## src/sbc_pkg.sv

```systemverilog
package sbc_pkg;
  // ==========================================================
  // bus address and latch timing
  localparam logic [3:0] ADDR_HIGH = 4'hd;
  localparam logic [1:0] LATCH_DELAY = 2'h3;
  // ==========================================================
  // configuration store
  localparam int NUM_LOC = 8;
  localparam logic [7:0] BYTE_COUNT = 8'h08;
  // identity bytes: values arbitrary
  localparam logic [7:0] REV_VENDOR_BYTE = 8'h10;
  localparam logic [7:0] DEV_ID_BYTE = 8'h20;
  // byte 7 at the top, byte 0 at the bottom
  localparam logic [63:0] CFG_RESET = {BYTE_COUNT, DEV_ID_BYTE, REV_VENDOR_BYTE, 8'hff,
                                       8'hc7, 8'hff, 8'h4e, 8'hff};
  // identity bytes are read only
  localparam logic [7:0] RO_MASK = 8'h60;
  // ==========================================================
  // write buffer
  localparam int FIFO_WIDTH = 16;
  localparam int FIFO_DEPTH = 8;
  // ==========================================================
  // state and byte role
  typedef enum logic [5:0] {
    ST_IDLE = 6'h01,
    ST_RX = 6'h02,
    ST_RX_ACK = 6'h04,
    ST_TX = 6'h08,
    ST_TX_ACK = 6'h10,
    ST_IGNORE = 6'h20
  } sbc_state_e;
  typedef enum logic [3:0] {
    K_ADDR = 4'h1,
    K_LOC = 4'h2,
    K_CNT = 4'h4,
    K_DATA = 4'h8
  } sbc_kind_e;
endpackage

```

## src/sbc_fifo.sv

```systemverilog
`timescale 1ns/1ns
module sbc_fifo #(
  parameter int WIDTH = sbc_pkg::FIFO_WIDTH,
  parameter int DEPTH = sbc_pkg::FIFO_DEPTH
) (
  input wire logic i_clock,
  input wire logic i_rst,
  input wire logic i_valid,
  output logic o_ready,
  input wire logic [WIDTH-1:0] i_data,
  output logic o_valid,
  input wire logic i_ready,
  output logic [WIDTH-1:0] o_data
);
  localparam int AW = $clog2(DEPTH);
  logic [WIDTH-1:0] mem_reg [DEPTH];
  logic [WIDTH-1:0] mem_next [DEPTH];
  logic [AW-1:0] wr_reg, wr_next, rd_reg, rd_next;
  logic [AW:0] cnt_reg, cnt_next;
  logic push, pop;

  // ==========================================================
  // pointers and storage
  always_comb begin
    push = i_valid && (cnt_reg != (AW+1)'(DEPTH));
    pop = i_ready && (cnt_reg != '0);
    mem_next = mem_reg;
    wr_next = wr_reg;
    rd_next = rd_reg;
    if (push) begin
      mem_next[wr_reg] = i_data;
      wr_next = (wr_reg == AW'(DEPTH-1)) ? '0 : AW'(wr_reg + 1'b1);
    end
    if (pop) begin
      rd_next = (rd_reg == AW'(DEPTH-1)) ? '0 : AW'(rd_reg + 1'b1);
    end
    cnt_next = (AW+1)'(cnt_reg + {{AW{1'b0}}, push} - {{AW{1'b0}}, pop});
  end

  always_ff @(posedge i_clock) begin
    mem_reg <= mem_next;
    if (i_rst) begin
      wr_reg <= '0;
      rd_reg <= '0;
      cnt_reg <= '0;
    end else begin
      wr_reg <= wr_next;
      rd_reg <= rd_next;
      cnt_reg <= cnt_next;
    end
  end

  assign o_ready = (cnt_reg != (AW+1)'(DEPTH));
  assign o_valid = (cnt_reg != '0);
  assign o_data = mem_reg[rd_reg];
endmodule // sbc_fifo

```

## src/sbc_smbus_slave.sv

```systemverilog
`timescale 1ns/1ns
module sbc_smbus_slave (
  input wire logic i_clock,
  input wire logic i_rst,
  input wire logic i_scl,
  input wire logic i_sda,
  input wire logic [2:0] i_address_select_pin,
  input wire logic i_cfg_hold,
  output logic o_scl_out,
  output logic o_scl_oe,
  output logic o_sda_out,
  output logic o_sda_oe,
  output logic [63:0] o_cfg_bytes
);
  // ==========================================================
  // pin synchronisers
  logic [4:0] sync1_reg, sync1_next, sync2_reg, sync2_next;
  logic [1:0] prev_reg, prev_next;
  logic scl_s, sda_s, scl_rise, scl_fall, start_ev, stop_ev;

  always_comb begin
    sync1_next = {i_scl, i_sda, i_address_select_pin};
    sync2_next = sync1_reg;
    prev_next = sync2_reg[4:3];
  end

  always_ff @(posedge i_clock) begin
    if (i_rst) begin
      sync1_reg <= 5'h18;
      sync2_reg <= 5'h18;
      prev_reg <= 2'h3;
    end else begin
      sync1_reg <= sync1_next;
      sync2_reg <= sync2_next;
      prev_reg <= prev_next;
    end
  end

  assign scl_s = sync2_reg[4];
  assign sda_s = sync2_reg[3];
  assign scl_rise = scl_s && !prev_reg[1];
  assign scl_fall = !scl_s && prev_reg[1];
  assign start_ev = scl_s && prev_reg[1] && prev_reg[0] && !sda_s;
  assign stop_ev = scl_s && prev_reg[1] && !prev_reg[0] && sda_s;

  // ==========================================================
  // configuration store
  logic [7:0] cfg_reg [sbc_pkg::NUM_LOC];
  logic [7:0] cfg_next [sbc_pkg::NUM_LOC];
  logic fifo_ready, drain_valid, drain_ready, push_valid;
  logic [15:0] push_data, drain_data;

  function automatic logic loc_in_range(input logic [7:0] loc);
    loc_in_range = (loc < 8'(sbc_pkg::NUM_LOC));
  endfunction

  // out of range reads return zero
  function automatic logic [7:0] read_loc(input logic [7:0] loc,
                                          input logic [7:0] mem [sbc_pkg::NUM_LOC]);
    read_loc = loc_in_range(loc) ? mem[loc[2:0]] : 8'h00;
  endfunction

  // hold stalls the drain so a full buffer stretches the bus clock
  assign drain_ready = !i_cfg_hold;

  always_comb begin
    cfg_next = cfg_reg;
    if (drain_valid && drain_ready && loc_in_range(drain_data[15:8]) &&
        !sbc_pkg::RO_MASK[drain_data[10:8]]) begin
      cfg_next[drain_data[10:8]] = drain_data[7:0];
    end
  end

  always_ff @(posedge i_clock) begin
    if (i_rst) begin
      for (int i = 0; i < sbc_pkg::NUM_LOC; i++) begin
        cfg_reg[i] <= sbc_pkg::CFG_RESET[i*8 +: 8];
      end
    end else begin
      cfg_reg <= cfg_next;
    end
  end

  always_comb begin
    for (int i = 0; i < sbc_pkg::NUM_LOC; i++) begin
      o_cfg_bytes[i*8 +: 8] = cfg_reg[i];
    end
  end

  sbc_fifo #(
    .WIDTH(sbc_pkg::FIFO_WIDTH),
    .DEPTH(sbc_pkg::FIFO_DEPTH)
  ) u_fifo (
    .i_clock(i_clock),
    .i_rst(i_rst),
    .i_valid(push_valid),
    .o_ready(fifo_ready),
    .i_data(push_data),
    .o_valid(drain_valid),
    .i_ready(drain_ready),
    .o_data(drain_data)
  );

  // ==========================================================
  // protocol engine
  sbc_pkg::sbc_state_e state_reg, state_next;
  sbc_pkg::sbc_kind_e kind_reg, kind_next;
  logic [3:0] cnt_reg, cnt_next;
  logic [7:0] shift_reg, shift_next, ptr_reg, ptr_next, remain_reg, remain_next;
  logic [7:0] rd_byte;
  logic [6:0] my_addr_reg, my_addr_next;
  logic [1:0] lat_cnt_reg, lat_cnt_next;
  logic lat_done_reg, lat_done_next, rd_reg, rd_next, ack_ok_reg, ack_ok_next;
  logic sda_oe_reg, sda_oe_next, scl_oe_reg, scl_oe_next, byte_done;

  assign byte_done = (cnt_reg == 4'h8) && !scl_s;
  assign rd_byte = read_loc(ptr_reg, cfg_reg);
  assign push_data = {ptr_reg, shift_reg};

  always_comb begin
    state_next = state_reg;
    kind_next = kind_reg;
    cnt_next = cnt_reg;
    shift_next = shift_reg;
    ptr_next = ptr_reg;
    remain_next = remain_reg;
    rd_next = rd_reg;
    ack_ok_next = ack_ok_reg;
    sda_oe_next = sda_oe_reg;
    scl_oe_next = 1'b0;
    push_valid = 1'b0;
    my_addr_next = my_addr_reg;
    lat_cnt_next = lat_cnt_reg;
    lat_done_next = lat_done_reg;
    // strap caught once, after the synchroniser has settled
    if (!lat_done_reg) begin
      lat_cnt_next = 2'(lat_cnt_reg + 1'b1);
      if (lat_cnt_reg == sbc_pkg::LATCH_DELAY) begin
        my_addr_next = {sbc_pkg::ADDR_HIGH, sync2_reg[2:0]};
        lat_done_next = 1'b1;
      end
    end
    if (stop_ev) begin
      state_next = sbc_pkg::ST_IDLE;
      sda_oe_next = 1'b0;
    end else if (start_ev) begin
      state_next = sbc_pkg::ST_RX;
      kind_next = sbc_pkg::K_ADDR;
      cnt_next = 4'h0;
      sda_oe_next = 1'b0;
    end else begin
      unique case (state_reg)
        sbc_pkg::ST_IDLE, sbc_pkg::ST_IGNORE: begin
        end
        sbc_pkg::ST_RX: begin
          if (scl_rise && cnt_reg != 4'h8) begin
            shift_next = {shift_reg[6:0], sda_s};
            cnt_next = 4'(cnt_reg + 1'b1);
          end else if (byte_done) begin
            unique case (kind_reg)
              sbc_pkg::K_ADDR: begin
                if (lat_done_reg && shift_reg[7:1] == my_addr_reg) begin
                  sda_oe_next = 1'b1;
                  state_next = sbc_pkg::ST_RX_ACK;
                  rd_next = shift_reg[0];
                  kind_next = sbc_pkg::K_LOC;
                end else begin
                  state_next = sbc_pkg::ST_IGNORE;
                end
              end
              sbc_pkg::K_LOC: begin
                ptr_next = shift_reg;
                sda_oe_next = 1'b1;
                state_next = sbc_pkg::ST_RX_ACK;
                kind_next = sbc_pkg::K_CNT;
              end
              sbc_pkg::K_CNT: begin
                remain_next = shift_reg;
                sda_oe_next = 1'b1;
                state_next = sbc_pkg::ST_RX_ACK;
                kind_next = sbc_pkg::K_DATA;
              end
              sbc_pkg::K_DATA: begin
                if (remain_reg == 8'h00) begin
                  state_next = sbc_pkg::ST_IGNORE;
                end else if (fifo_ready) begin
                  push_valid = 1'b1;
                  sda_oe_next = 1'b1;
                  state_next = sbc_pkg::ST_RX_ACK;
                  ptr_next = 8'(ptr_reg + 1'b1);
                  remain_next = 8'(remain_reg - 1'b1);
                end else begin
                  // stretch rather than lose a byte the host thinks was taken
                  scl_oe_next = 1'b1;
                end
              end
            endcase
          end
        end
        sbc_pkg::ST_RX_ACK: begin
          if (scl_fall) begin
            cnt_next = 4'h0;
            if (rd_reg) begin
              state_next = sbc_pkg::ST_TX;
              shift_next = sbc_pkg::BYTE_COUNT;
              sda_oe_next = !sbc_pkg::BYTE_COUNT[7];
            end else begin
              state_next = sbc_pkg::ST_RX;
              sda_oe_next = 1'b0;
            end
          end
        end
        sbc_pkg::ST_TX: begin
          if (scl_fall) begin
            if (cnt_reg == 4'h7) begin
              sda_oe_next = 1'b0;
              state_next = sbc_pkg::ST_TX_ACK;
              cnt_next = 4'h0;
            end else begin
              shift_next = {shift_reg[6:0], 1'b0};
              sda_oe_next = !shift_reg[6];
              cnt_next = 4'(cnt_reg + 1'b1);
            end
          end
        end
        sbc_pkg::ST_TX_ACK: begin
          if (scl_rise) begin
            ack_ok_next = !sda_s;
          end else if (scl_fall) begin
            if (ack_ok_reg) begin
              state_next = sbc_pkg::ST_TX;
              shift_next = rd_byte;
              sda_oe_next = !rd_byte[7];
              ptr_next = 8'(ptr_reg + 1'b1);
            end else begin
              state_next = sbc_pkg::ST_IGNORE;
            end
          end
        end
      endcase
    end
  end

  always_ff @(posedge i_clock) begin
    if (i_rst) begin
      state_reg <= sbc_pkg::ST_IDLE;
      kind_reg <= sbc_pkg::K_ADDR;
      cnt_reg <= 4'h0;
      shift_reg <= 8'h00;
      ptr_reg <= 8'h00;
      remain_reg <= 8'h00;
      rd_reg <= 1'b0;
      ack_ok_reg <= 1'b0;
      sda_oe_reg <= 1'b0;
      scl_oe_reg <= 1'b0;
      my_addr_reg <= 7'h00;
      lat_cnt_reg <= 2'h0;
      lat_done_reg <= 1'b0;
    end else begin
      state_reg <= state_next;
      kind_reg <= kind_next;
      cnt_reg <= cnt_next;
      shift_reg <= shift_next;
      ptr_reg <= ptr_next;
      remain_reg <= remain_next;
      rd_reg <= rd_next;
      ack_ok_reg <= ack_ok_next;
      sda_oe_reg <= sda_oe_next;
      scl_oe_reg <= scl_oe_next;
      my_addr_reg <= my_addr_next;
      lat_cnt_reg <= lat_cnt_next;
      lat_done_reg <= lat_done_next;
    end
  end

  // open drain: only ever pulls low
  assign o_sda_oe = sda_oe_reg;
  assign o_scl_oe = scl_oe_reg;
  assign o_sda_out = 1'b0;
  assign o_scl_out = 1'b0;
endmodule // sbc_smbus_slave

```

## config.mk

```make
export PLATFORM = sky130hd
export DESIGN_NAME = sbc_smbus_slave
export DESIGN_NICKNAME = d
export VERILOG_FILES = /design/src/sbc_pkg.sv /design/src/sbc_fifo.sv /design/src/sbc_smbus_slave.sv
export SDC_FILE = /design/constraint.sdc
export NUM_CORES = 1
export LEC_CHECK = 0
export ABC_AREA = 1
export BUFFER_PORTS_ARGS = -buffer_cell sky130_fd_sc_hd__buf_2
export CELL_PAD_IN_SITES_DETAIL_PLACEMENT = 1
export CELL_PAD_IN_SITES_GLOBAL_PLACEMENT = 1
export CORE_AREA = 2 2 164 150
export CTS_BUF_LIST = sky130_fd_sc_hd__clkbuf_16
export DETAILED_ROUTE_END_ITERATION = 16
export DIE_AREA = 0 0 166 152
export GPL_TIMING_DRIVEN = 1
export PLACE_DENSITY = 0.93
export SETUP_SLACK_MARGIN = 0.15
export SYNTH_ARGS = -nofsm -noshare
export SYNTH_HDL_FRONTEND = slang
export SYNTH_SLANG_ARGS = --single-unit
```

## constraint.sdc

```tcl
create_clock -name i_clock -period 4.9 [get_ports i_clock]
set_input_delay 0.98 -clock i_clock [delete_from_list [all_inputs] [get_ports i_clock]]
set_output_delay 0.98 -clock i_clock [all_outputs]
set_load 0.005 [all_outputs]
```

Word-level counts from Yosys, hierarchy flattened
Memory sizes are Yosys's and may differ from the RTL's.
Cells that the tools add are included.
{ "totals": {"regBits": 263, "romBits": 8, "input_bits": 8, "out_inout_bits": 68, "mem_count": 1} }
{ "memory_table": {"columns": ["name", "depth", "word_bits", "rd", "rd_clocked_by_memory_dff", "write_ports", "line_no", "text"], "rows": [
  ["(no name shown)", 8, 1, 1, 0, 0, "sbc_smbus_slave.sv:69", "!sbc_pkg::RO_MASK[drain_data[10:8]]) begin"]
]} }
{ "op_classes": {"n_addsub": 8, "order_cmp": 9, "n_eq_ne": 45, "muxes": 89, "bitwise": 11, "n_reduce_logical": 49} }
{ "op_table": {"columns": ["operator", "n"], "rows": [
  ["8-bit 2-to-1 mux", 21],
  ["128-bit bitwise mux", 1],
  ["6-bit 2-to-1 mux", 11],
  ["64-bit bitwise mux", 1],
  ["16-bit binary-select mux with 3-bit select", 1],
  ["16-bit demux with 3-bit select", 1],
  ["16-bit 2-to-1 mux", 3],
  ["8-bit one-hot mux with 2 select lines", 3],
  ["4-bit 2-to-1 mux", 11],
  ["3-bit != test (second input constant)", 12],
  ["11-bit AND reduction", 3],
  ["8-bit one-hot mux with 4 select lines", 1],
  ["2-bit != test (second input constant)", 14],
  ["8-bit binary-select mux with 3-bit select", 1],
  ["8-bit demux with 3-bit select", 1],
  ["1-bit 2-to-1 mux", 24],
  ["4-bit one-hot mux with 3 select lines", 2],
  ["6-bit one-hot mux with 4 select lines", 1],
  ["6-bit one-hot mux with 3 select lines", 1],
  ["9-bit AND reduction", 2],
  ["4-bit >= comparator (second input constant)", 4],
  ["1-bit logical AND", 16],
  ["8-bit by 4-bit less-than comparator with 1-bit output (second input constant)", 2],
  ["3-bit NOT with 4-bit output", 4],
  ["42 further kinds", 70]
]} }

Logic depth before layout (Yosys ltp)
{ "depth": {"depth_word": 12, "ltp_mapped": 14, "ltp_nobuf": 14} }

Modules after synthesis
Synthesis repeated with hierarchy kept, for this count alone.
{ "unflattened": {"hier_cells": 1572, "hier_area_um2": 12709.7} }
{ "by_module_without_submodules": {"columns": ["mod", "n_inst", "cells_each", "area_per_inst_um2"], "rows": [
  ["sbc_smbus_slave", 1, 930, 6376.1],
  ["sbc_fifo", 1, 642, 6333.6]
]} }

Worst setup path after synthesis
OpenSTA, ideal clock, no wires.
{ "synth_path": {"path_type": "flip-flop to flip-flop", "start": "reg cnt_reg[0]", "end": "reg u_fifo.mem_reg[112] (netlist bit), enable pin", "arrival_time_ns": 2.488, "required_time_ns": 4.491, "slack_ns": 2.003, "path_stages_with_launch": 11, "n_path_buf": 0, "period_less_slack_ns": 2.897, "cell_sequence": "dfxtp_1 -> inv_1 -> ha_1 -> nand3_1 -> nor2_1 -> inv_1 -> nor2_1 -> nand3_1 -> inv_1 -> nand2_1 -> nor3_1"} }
{ "synth_via": {"elab_chain_cells": 8} }
{ "synth_lines": {"columns": ["item", "line_no", "text"], "rows": [
  ["start, declared", "sbc_smbus_slave.sv:108", "logic [3:0] cnt_reg, cnt_next;"],
  ["start signal, assigned", "sbc_smbus_slave.sv:262", "cnt_reg <= cnt_next;"],
  ["4-bit equality test", "sbc_smbus_slave.sv:116", "assign byte_done = (cnt_reg == 4'h8) && !scl_s;"],
  ["1-bit logical AND", "sbc_smbus_slave.sv:116", null],
  ["1-bit 2-to-1 mux", "sbc_smbus_slave.sv:159", "end else if (byte_done) begin"],
  ["1-bit 2-to-1 mux (*)", "sbc_smbus_slave.sv:156", "if (scl_rise && cnt_reg != 4'h8) begin"],
  ["1-bit 2-to-1 mux (*)", "sbc_smbus_slave.sv:152", "unique case (state_reg)"],
  ["1-bit 2-to-1 mux (*)", "sbc_smbus_slave.sv:146", "end else if (start_ev) begin"],
  ["1-bit 2-to-1 mux (*)", "sbc_smbus_slave.sv:143", "if (stop_ev) begin"],
  ["1-bit logical AND (*)", "sbc_fifo.sv:25", "push = i_valid && (cnt_reg != (AW+1)'(DEPTH));"],
  ["net u_fifo.push", "sbc_fifo.sv:20", "logic push, pop;"],
  ["end signal, assigned", "sbc_fifo.sv:41", "mem_reg <= mem_next;"],
  ["end, declared", "sbc_fifo.sv:16", "logic [WIDTH-1:0] mem_reg [DEPTH];"]
]} }
Mark *: on every way through the listed nets, which the timed path passes. The rest lies on a longest branch.
A chain may end at the register's enable or synchronous reset.

Final worst setup path
{ "layout_path": {"start": "reg u_fifo.rd_reg[0]", "end": "reg cfg_reg (netlist bit o_cfg_bytes[26])"} }
{ "layout_via": {"elab_chain_cells": 10} }
{ "layout_lines": {"columns": ["item", "line_no", "text"], "rows": [
  ["start, declared", "sbc_fifo.sv:18", "logic [AW-1:0] wr_reg, wr_next, rd_reg, rd_next;"],
  ["start signal, assigned", "sbc_fifo.sv:48", "rd_reg <= rd_next;"],
  ["3-bit NOT with 4-bit output (implied by the code) (*)", "sbc_fifo.sv:55", "assign o_data = mem_reg[rd_reg];"],
  ["16-bit binary-select mux with 3-bit select (*)", "sbc_fifo.sv:55", null],
  ["16-bit 2-to-1 mux (implied by the code) (*) (2 in series)", "sbc_fifo.sv:55", null],
  ["3-bit NOT with 4-bit output (implied by the code)", "sbc_smbus_slave.sv:70", "cfg_next[drain_data[10:8]] = drain_data[7:0];"],
  ["4-bit >= comparator (implied by the code) or 4-bit by 1-bit less-than comparator with 1-bit output (tied branches)", "sbc_smbus_slave.sv:70", null],
  ["1-bit logical AND (implied by the code)", "sbc_smbus_slave.sv:70", null],
  ["8-bit 2-to-1 mux (implied by the code)", "sbc_smbus_slave.sv:70", null],
  ["8-bit demux with 3-bit select", "sbc_smbus_slave.sv:70", null],
  ["64-bit bitwise mux", "sbc_smbus_slave.sv:70", null],
  ["end signal, assigned by index", "sbc_smbus_slave.sv:77", "cfg_reg[i] <= sbc_pkg::CFG_RESET[i*8 +: 8];"],
  ["end signal, assigned", "sbc_smbus_slave.sv:80", "cfg_reg <= cfg_next;"],
  ["end, declared", "sbc_smbus_slave.sv:48", "logic [7:0] cfg_reg [sbc_pkg::NUM_LOC];"]
]} }
Every way passes the cells marked *; elsewhere a longest branch is shown, timed or not. The select of a mux whose other input is x is not followed.

==> impl_metrics.csv <==
group,metric,value,unit
outcome,status,"finished, final reports clean",
pwr,power_frac_clock,33.4,%
synth,synth-warning-count,0,
critical_path,crit_chain,"inv_2 -> nand2_1 -> nand2_1 -> nand2_1 -> nand2_1 -> nand2_1 -> nand2_4 -> nand3_1 -> nor2_1 -> inv_1 -> nand2_1 -> nand3_1",
synth,ys_seq_elements,263,
pwr,peakVddDrop,0.379,mV
timing,timing.hold.ws,404,ps
timing,max-slew-margin-rel,13.5,%
routing,met3_wirelength,2780,µm
floorplan,width_of_the_die,166,µm
pwr,sw_share,34.9,%
critical_path,cp_data_arrival_time,3630,ps
global_route,number_of_antenna_violations_at_the_first_check_in_global_routing,0,
cts,worstSkewPairLatency,560,ps
place,post-dp-hpwl,25200,µm
place,gp_congestion,0.913,
synth,number_of_instances_in_the_synthesized_netlist,1358,
critical_path,timing.critical_path.buf_inv,2,
routing,wl_met1,15100,µm
floorplan,rows,54,
cts,clock_tree.root_cell,"sky130_fd_sc_hd__clkbuf_16",
cts,ctsHoldBuffers,0,
global_route,grt_first_pass_wirelength,61000,µm
synth,synth.top_cell.area_share,33.1,%
critical_path,crit_top_cell,"sky130_fd_sc_hd__nand2_1",
synth,syn_avg_cell_area,8.55,µm²
pwr,switching_component_of_the_power,1.99,mW
floorplan,ios,76,
timing,fin_setup_tns,0,ps
cts,cts.repair.resized,0,
final_layout,final_area,0.0130,mm²
floorplan,die_h,152,µm
floorplan,start_util,49.0,%
place,detailed_place.area,0.0122,mm²
pwr,power.static_leakage,5.47,nW
critical_path,cp-end-kind,"flip-flop",
routing,met2RoutedLength,19100,µm
routing,final_antenna_net_count,0,
critical_path,crit_required,5330,ps
floorplan,placeableCoreArea,0.0237,mm²
routing,detail_route.drc_violations,0,
critical_path,regToRegSetupSlack,1710,ps
timing,finalMaxSlewViolations,0,
routing,drtIter0Drc,914,
pwr,power_density,438,mW/mm²
synth,synth.top_cells.by_count,"250 x sky130_fd_sc_hd__nand2_1, 236 x sky130_fd_sc_hd__nor2_1, 144 x sky130_fd_sc_hd__nand3_1",
synth,synth-async-reset-ratio,0,%
routing,routed-via-count,10490,
cts,clock_transition_at_the_registers_of_the_reported_paths,70,ps
critical_path,worst-setup-path-type,"flip-flop to flip-flop",
critical_path,critPathMaxStageDelay,680,ps
timing,hold_viol_final,0,
critical_path,crit_path_start_kind,"flip-flop",
cts,cts_tree,"built",
timing,worst_clock_skew,23.7,ps
cts,htree_num_levels,1,
timing,maxClockFrequency,313,MHz
final_layout,drive_gt1_share,11.2,%
job,timing.max_cap.violations,0,
cts,clock_sinks,263,
synth,post-synth-top-count-cell,"sky130_fd_sc_hd__nand2_1",
synth,netlist_area,0.0116,mm²
synth,library_cells_used_by_synthesis,39,
global_route,global_route.usage.total,30.6,%
global_route,grt_start_max_net_pins,51,
routing,wl_per_cell,22.4,µm
routing,detail_route.vias_per_cell,6.01,
timing,final_min_period_over_clock_period,65.2,%
final_layout,flip_flop_count_of_the_largest_register_after_layout,128,
timing,grt_setup_unrepaired,"false",
cts,tritoncts.num_buffers,27,
final_layout,net_count_final,1441,
pwr,comb_power_share,23.2,%
global_route,vias_in_the_first_global_route,10867,
synth,yosys.area.top_type,"sky130_fd_sc_hd__edfxtp_1",
synth,synth_seq_area_share,56.4,%
timing,worst-slew-pin-transition,1290,ps
floorplan,floorplan.die_area,0.0252,mm²
synth,edff_count_synth,128,
critical_path,critical_path.max_fanout,49,
timing,final_period_minus_worst_setup_slack,3190,ps
global_route,global_route.overflow_total,0,
place,io_buffer_count,73,
pwr,internal_power_consumption,3.70,mW
routing,wirelength,39200,µm
routing,topRoutingLayerUsed,"met4",
final_layout,antenna_cells,0,
critical_path,crit_slowest_cell,"sky130_fd_sc_hd__nor2_1",
pwr,report.power.total,5.69,mW
hold_path,holdCritPathClass,"flip-flop to flip-flop",
critical_path,cpLargestDelayFamily,"simple AND/OR/NAND/NOR gates",
cts,cts_setup_buffers,0,
final_layout,area_growth_syn_to_layout,12.0,%
pwr,seq_power_share,43.4,%
cts,cts_buffer_depth,3,
routing,drt_pass1_iterations,5,
synth,synth_top_cells_by_area,"sky130_fd_sc_hd__edfxtp_1 33%, sky130_fd_sc_hd__dfxtp_1 23%, sky130_fd_sc_hd__nand2_1 8.1%",
timing,setup_viol_count_final,0,
synth,ys.flop_type,"sky130_fd_sc_hd__dfxtp_1",
## logic make-up (layout without fill, tap and decap cells)
logic type | after synthesis | in the layout | share of synthesized area [%]
simple gates | 688 | 688 | 25.5
flops | 263 | 263 | 56.4
compound gates | 194 | 194 | 9.03
buf+inv | 188 | 267 | 6.71
fa+ha+maj | 16 | 16 | 1.79
xor+xnor | 8 | 8 | 0.603
other cells | 1 | 2 | 0.0323
## per-layer routing
| metal | track usage [%] | vias up |
|---|---|---|
| li1 | - | 4629 |
| met1 | 37.6 | 5187 |
| met2 | 52.5 | 498 |
| met3 | 4.85 | 176 |
| met4 | 15.2 | 0 |
| met5 | 0 | - |
## placed cells by master, fill, tap and decap left out, types with 7 or more instances in the layout
cell / netlist / final
sky130_fd_sc_hd__nand2_1: 250 / 250
sky130_fd_sc_hd__edfxtp_1: 128 / 128
sky130_fd_sc_hd__inv_1: 124 / 130
sky130_fd_sc_hd__nand3_1: 144 / 144
sky130_fd_sc_hd__nor3_1: 15 / 7
sky130_fd_sc_hd__o21ai_1: 13 / 13
sky130_fd_sc_hd__nor2_1: 236 / 236
sky130_fd_sc_hd__buf_4: 10 / 13
sky130_fd_sc_hd__nand4_1: 10 / 10
sky130_fd_sc_hd__inv_2: 7 / 8
sky130_fd_sc_hd__a21oi_1: 35 / 35
sky130_fd_sc_hd__clkinv_1: 0 / 10
sky130_fd_sc_hd__ha_1: 15 / 15
sky130_fd_sc_hd__o21ai_0: 109 / 109
sky130_fd_sc_hd__xor2_1: 7 / 7
sky130_fd_sc_hd__buf_2: 17 / 73
sky130_fd_sc_hd__clkbuf_16: 0 / 27
sky130_fd_sc_hd__o221ai_1: 7 / 7
sky130_fd_sc_hd__o22ai_1: 14 / 14
sky130_fd_sc_hd__nor3_2: 1 / 9
sky130_fd_sc_hd__dfxtp_1: 135 / 135
## area by class of cell
| type | count | area (µm²) |
|---|---|---|
| clock buffers | 27 | 676 |
| clock inverters | 23 | 116 |
| fillers | 2837 | 10700 |
| inverters | 131 | 492 |
| multi-input cells | 908 | 4330 |
| flip-flops and latches | 263 | 6550 |
| well taps | 308 | 385 |
| repair buffers | 86 | 463 |
## metrics by stage
step | util, % | std cells | setup slack, ps
6_report | 54.9 | 1746 | 1710
5_1_grt | 54.9 | 1746 | 1430
3_5_place_dp | 51.5 | 1696 | 1760
2_1_floorplan | - | 1359 | 2000
4_1_cts | 54.9 | 1746 | 1690
3_3_place_gp | 51.5 | 1696 | 1960
## worst reg2reg max path: stages (launching register included)
cell	delay, ps
sky130_fd_sc_hd__dfxtp_1	340
sky130_fd_sc_hd__inv_2	650
sky130_fd_sc_hd__nand2_1	160
sky130_fd_sc_hd__nand2_1	130
sky130_fd_sc_hd__nand2_1	70
sky130_fd_sc_hd__nand2_1	80
sky130_fd_sc_hd__nand2_1	80
sky130_fd_sc_hd__nand2_4	210
sky130_fd_sc_hd__nand3_1	160
sky130_fd_sc_hd__nor2_1	680
sky130_fd_sc_hd__inv_1	280
sky130_fd_sc_hd__nand2_1	150
sky130_fd_sc_hd__nand3_1	90
## path summary, 6_finish.rpt
| path | from | end | cells past startpoint |
|---|---|---|---|
| max reg2reg | u_fifo.rd_reg[0] | o_cfg_bytes[26] | 12 |
| min reg2reg | sync1_reg[1] | sync2_reg[1] | 2 |
| min | sync1_reg[1] | sync2_reg[1] | 2 |
| max | u_fifo.rd_reg[0] | o_cfg_bytes[26] | 12 |
## power by group through the flow
stage / sequential [mW] / clock, mW / combinational [mW]
2_1_floorplan: 2.47 / 0 / 0.821
3_3_place_gp: 2.50 / 0 / 1.11
3_5_place_dp: 2.51 / 0 / 1.21
4_1_cts: 2.47 / 1.91 / 1.28
5_1_grt: 2.48 / 1.99 / 1.40
6_report: 2.47 / 1.90 / 1.32
(Power assumes the default switching activity.)
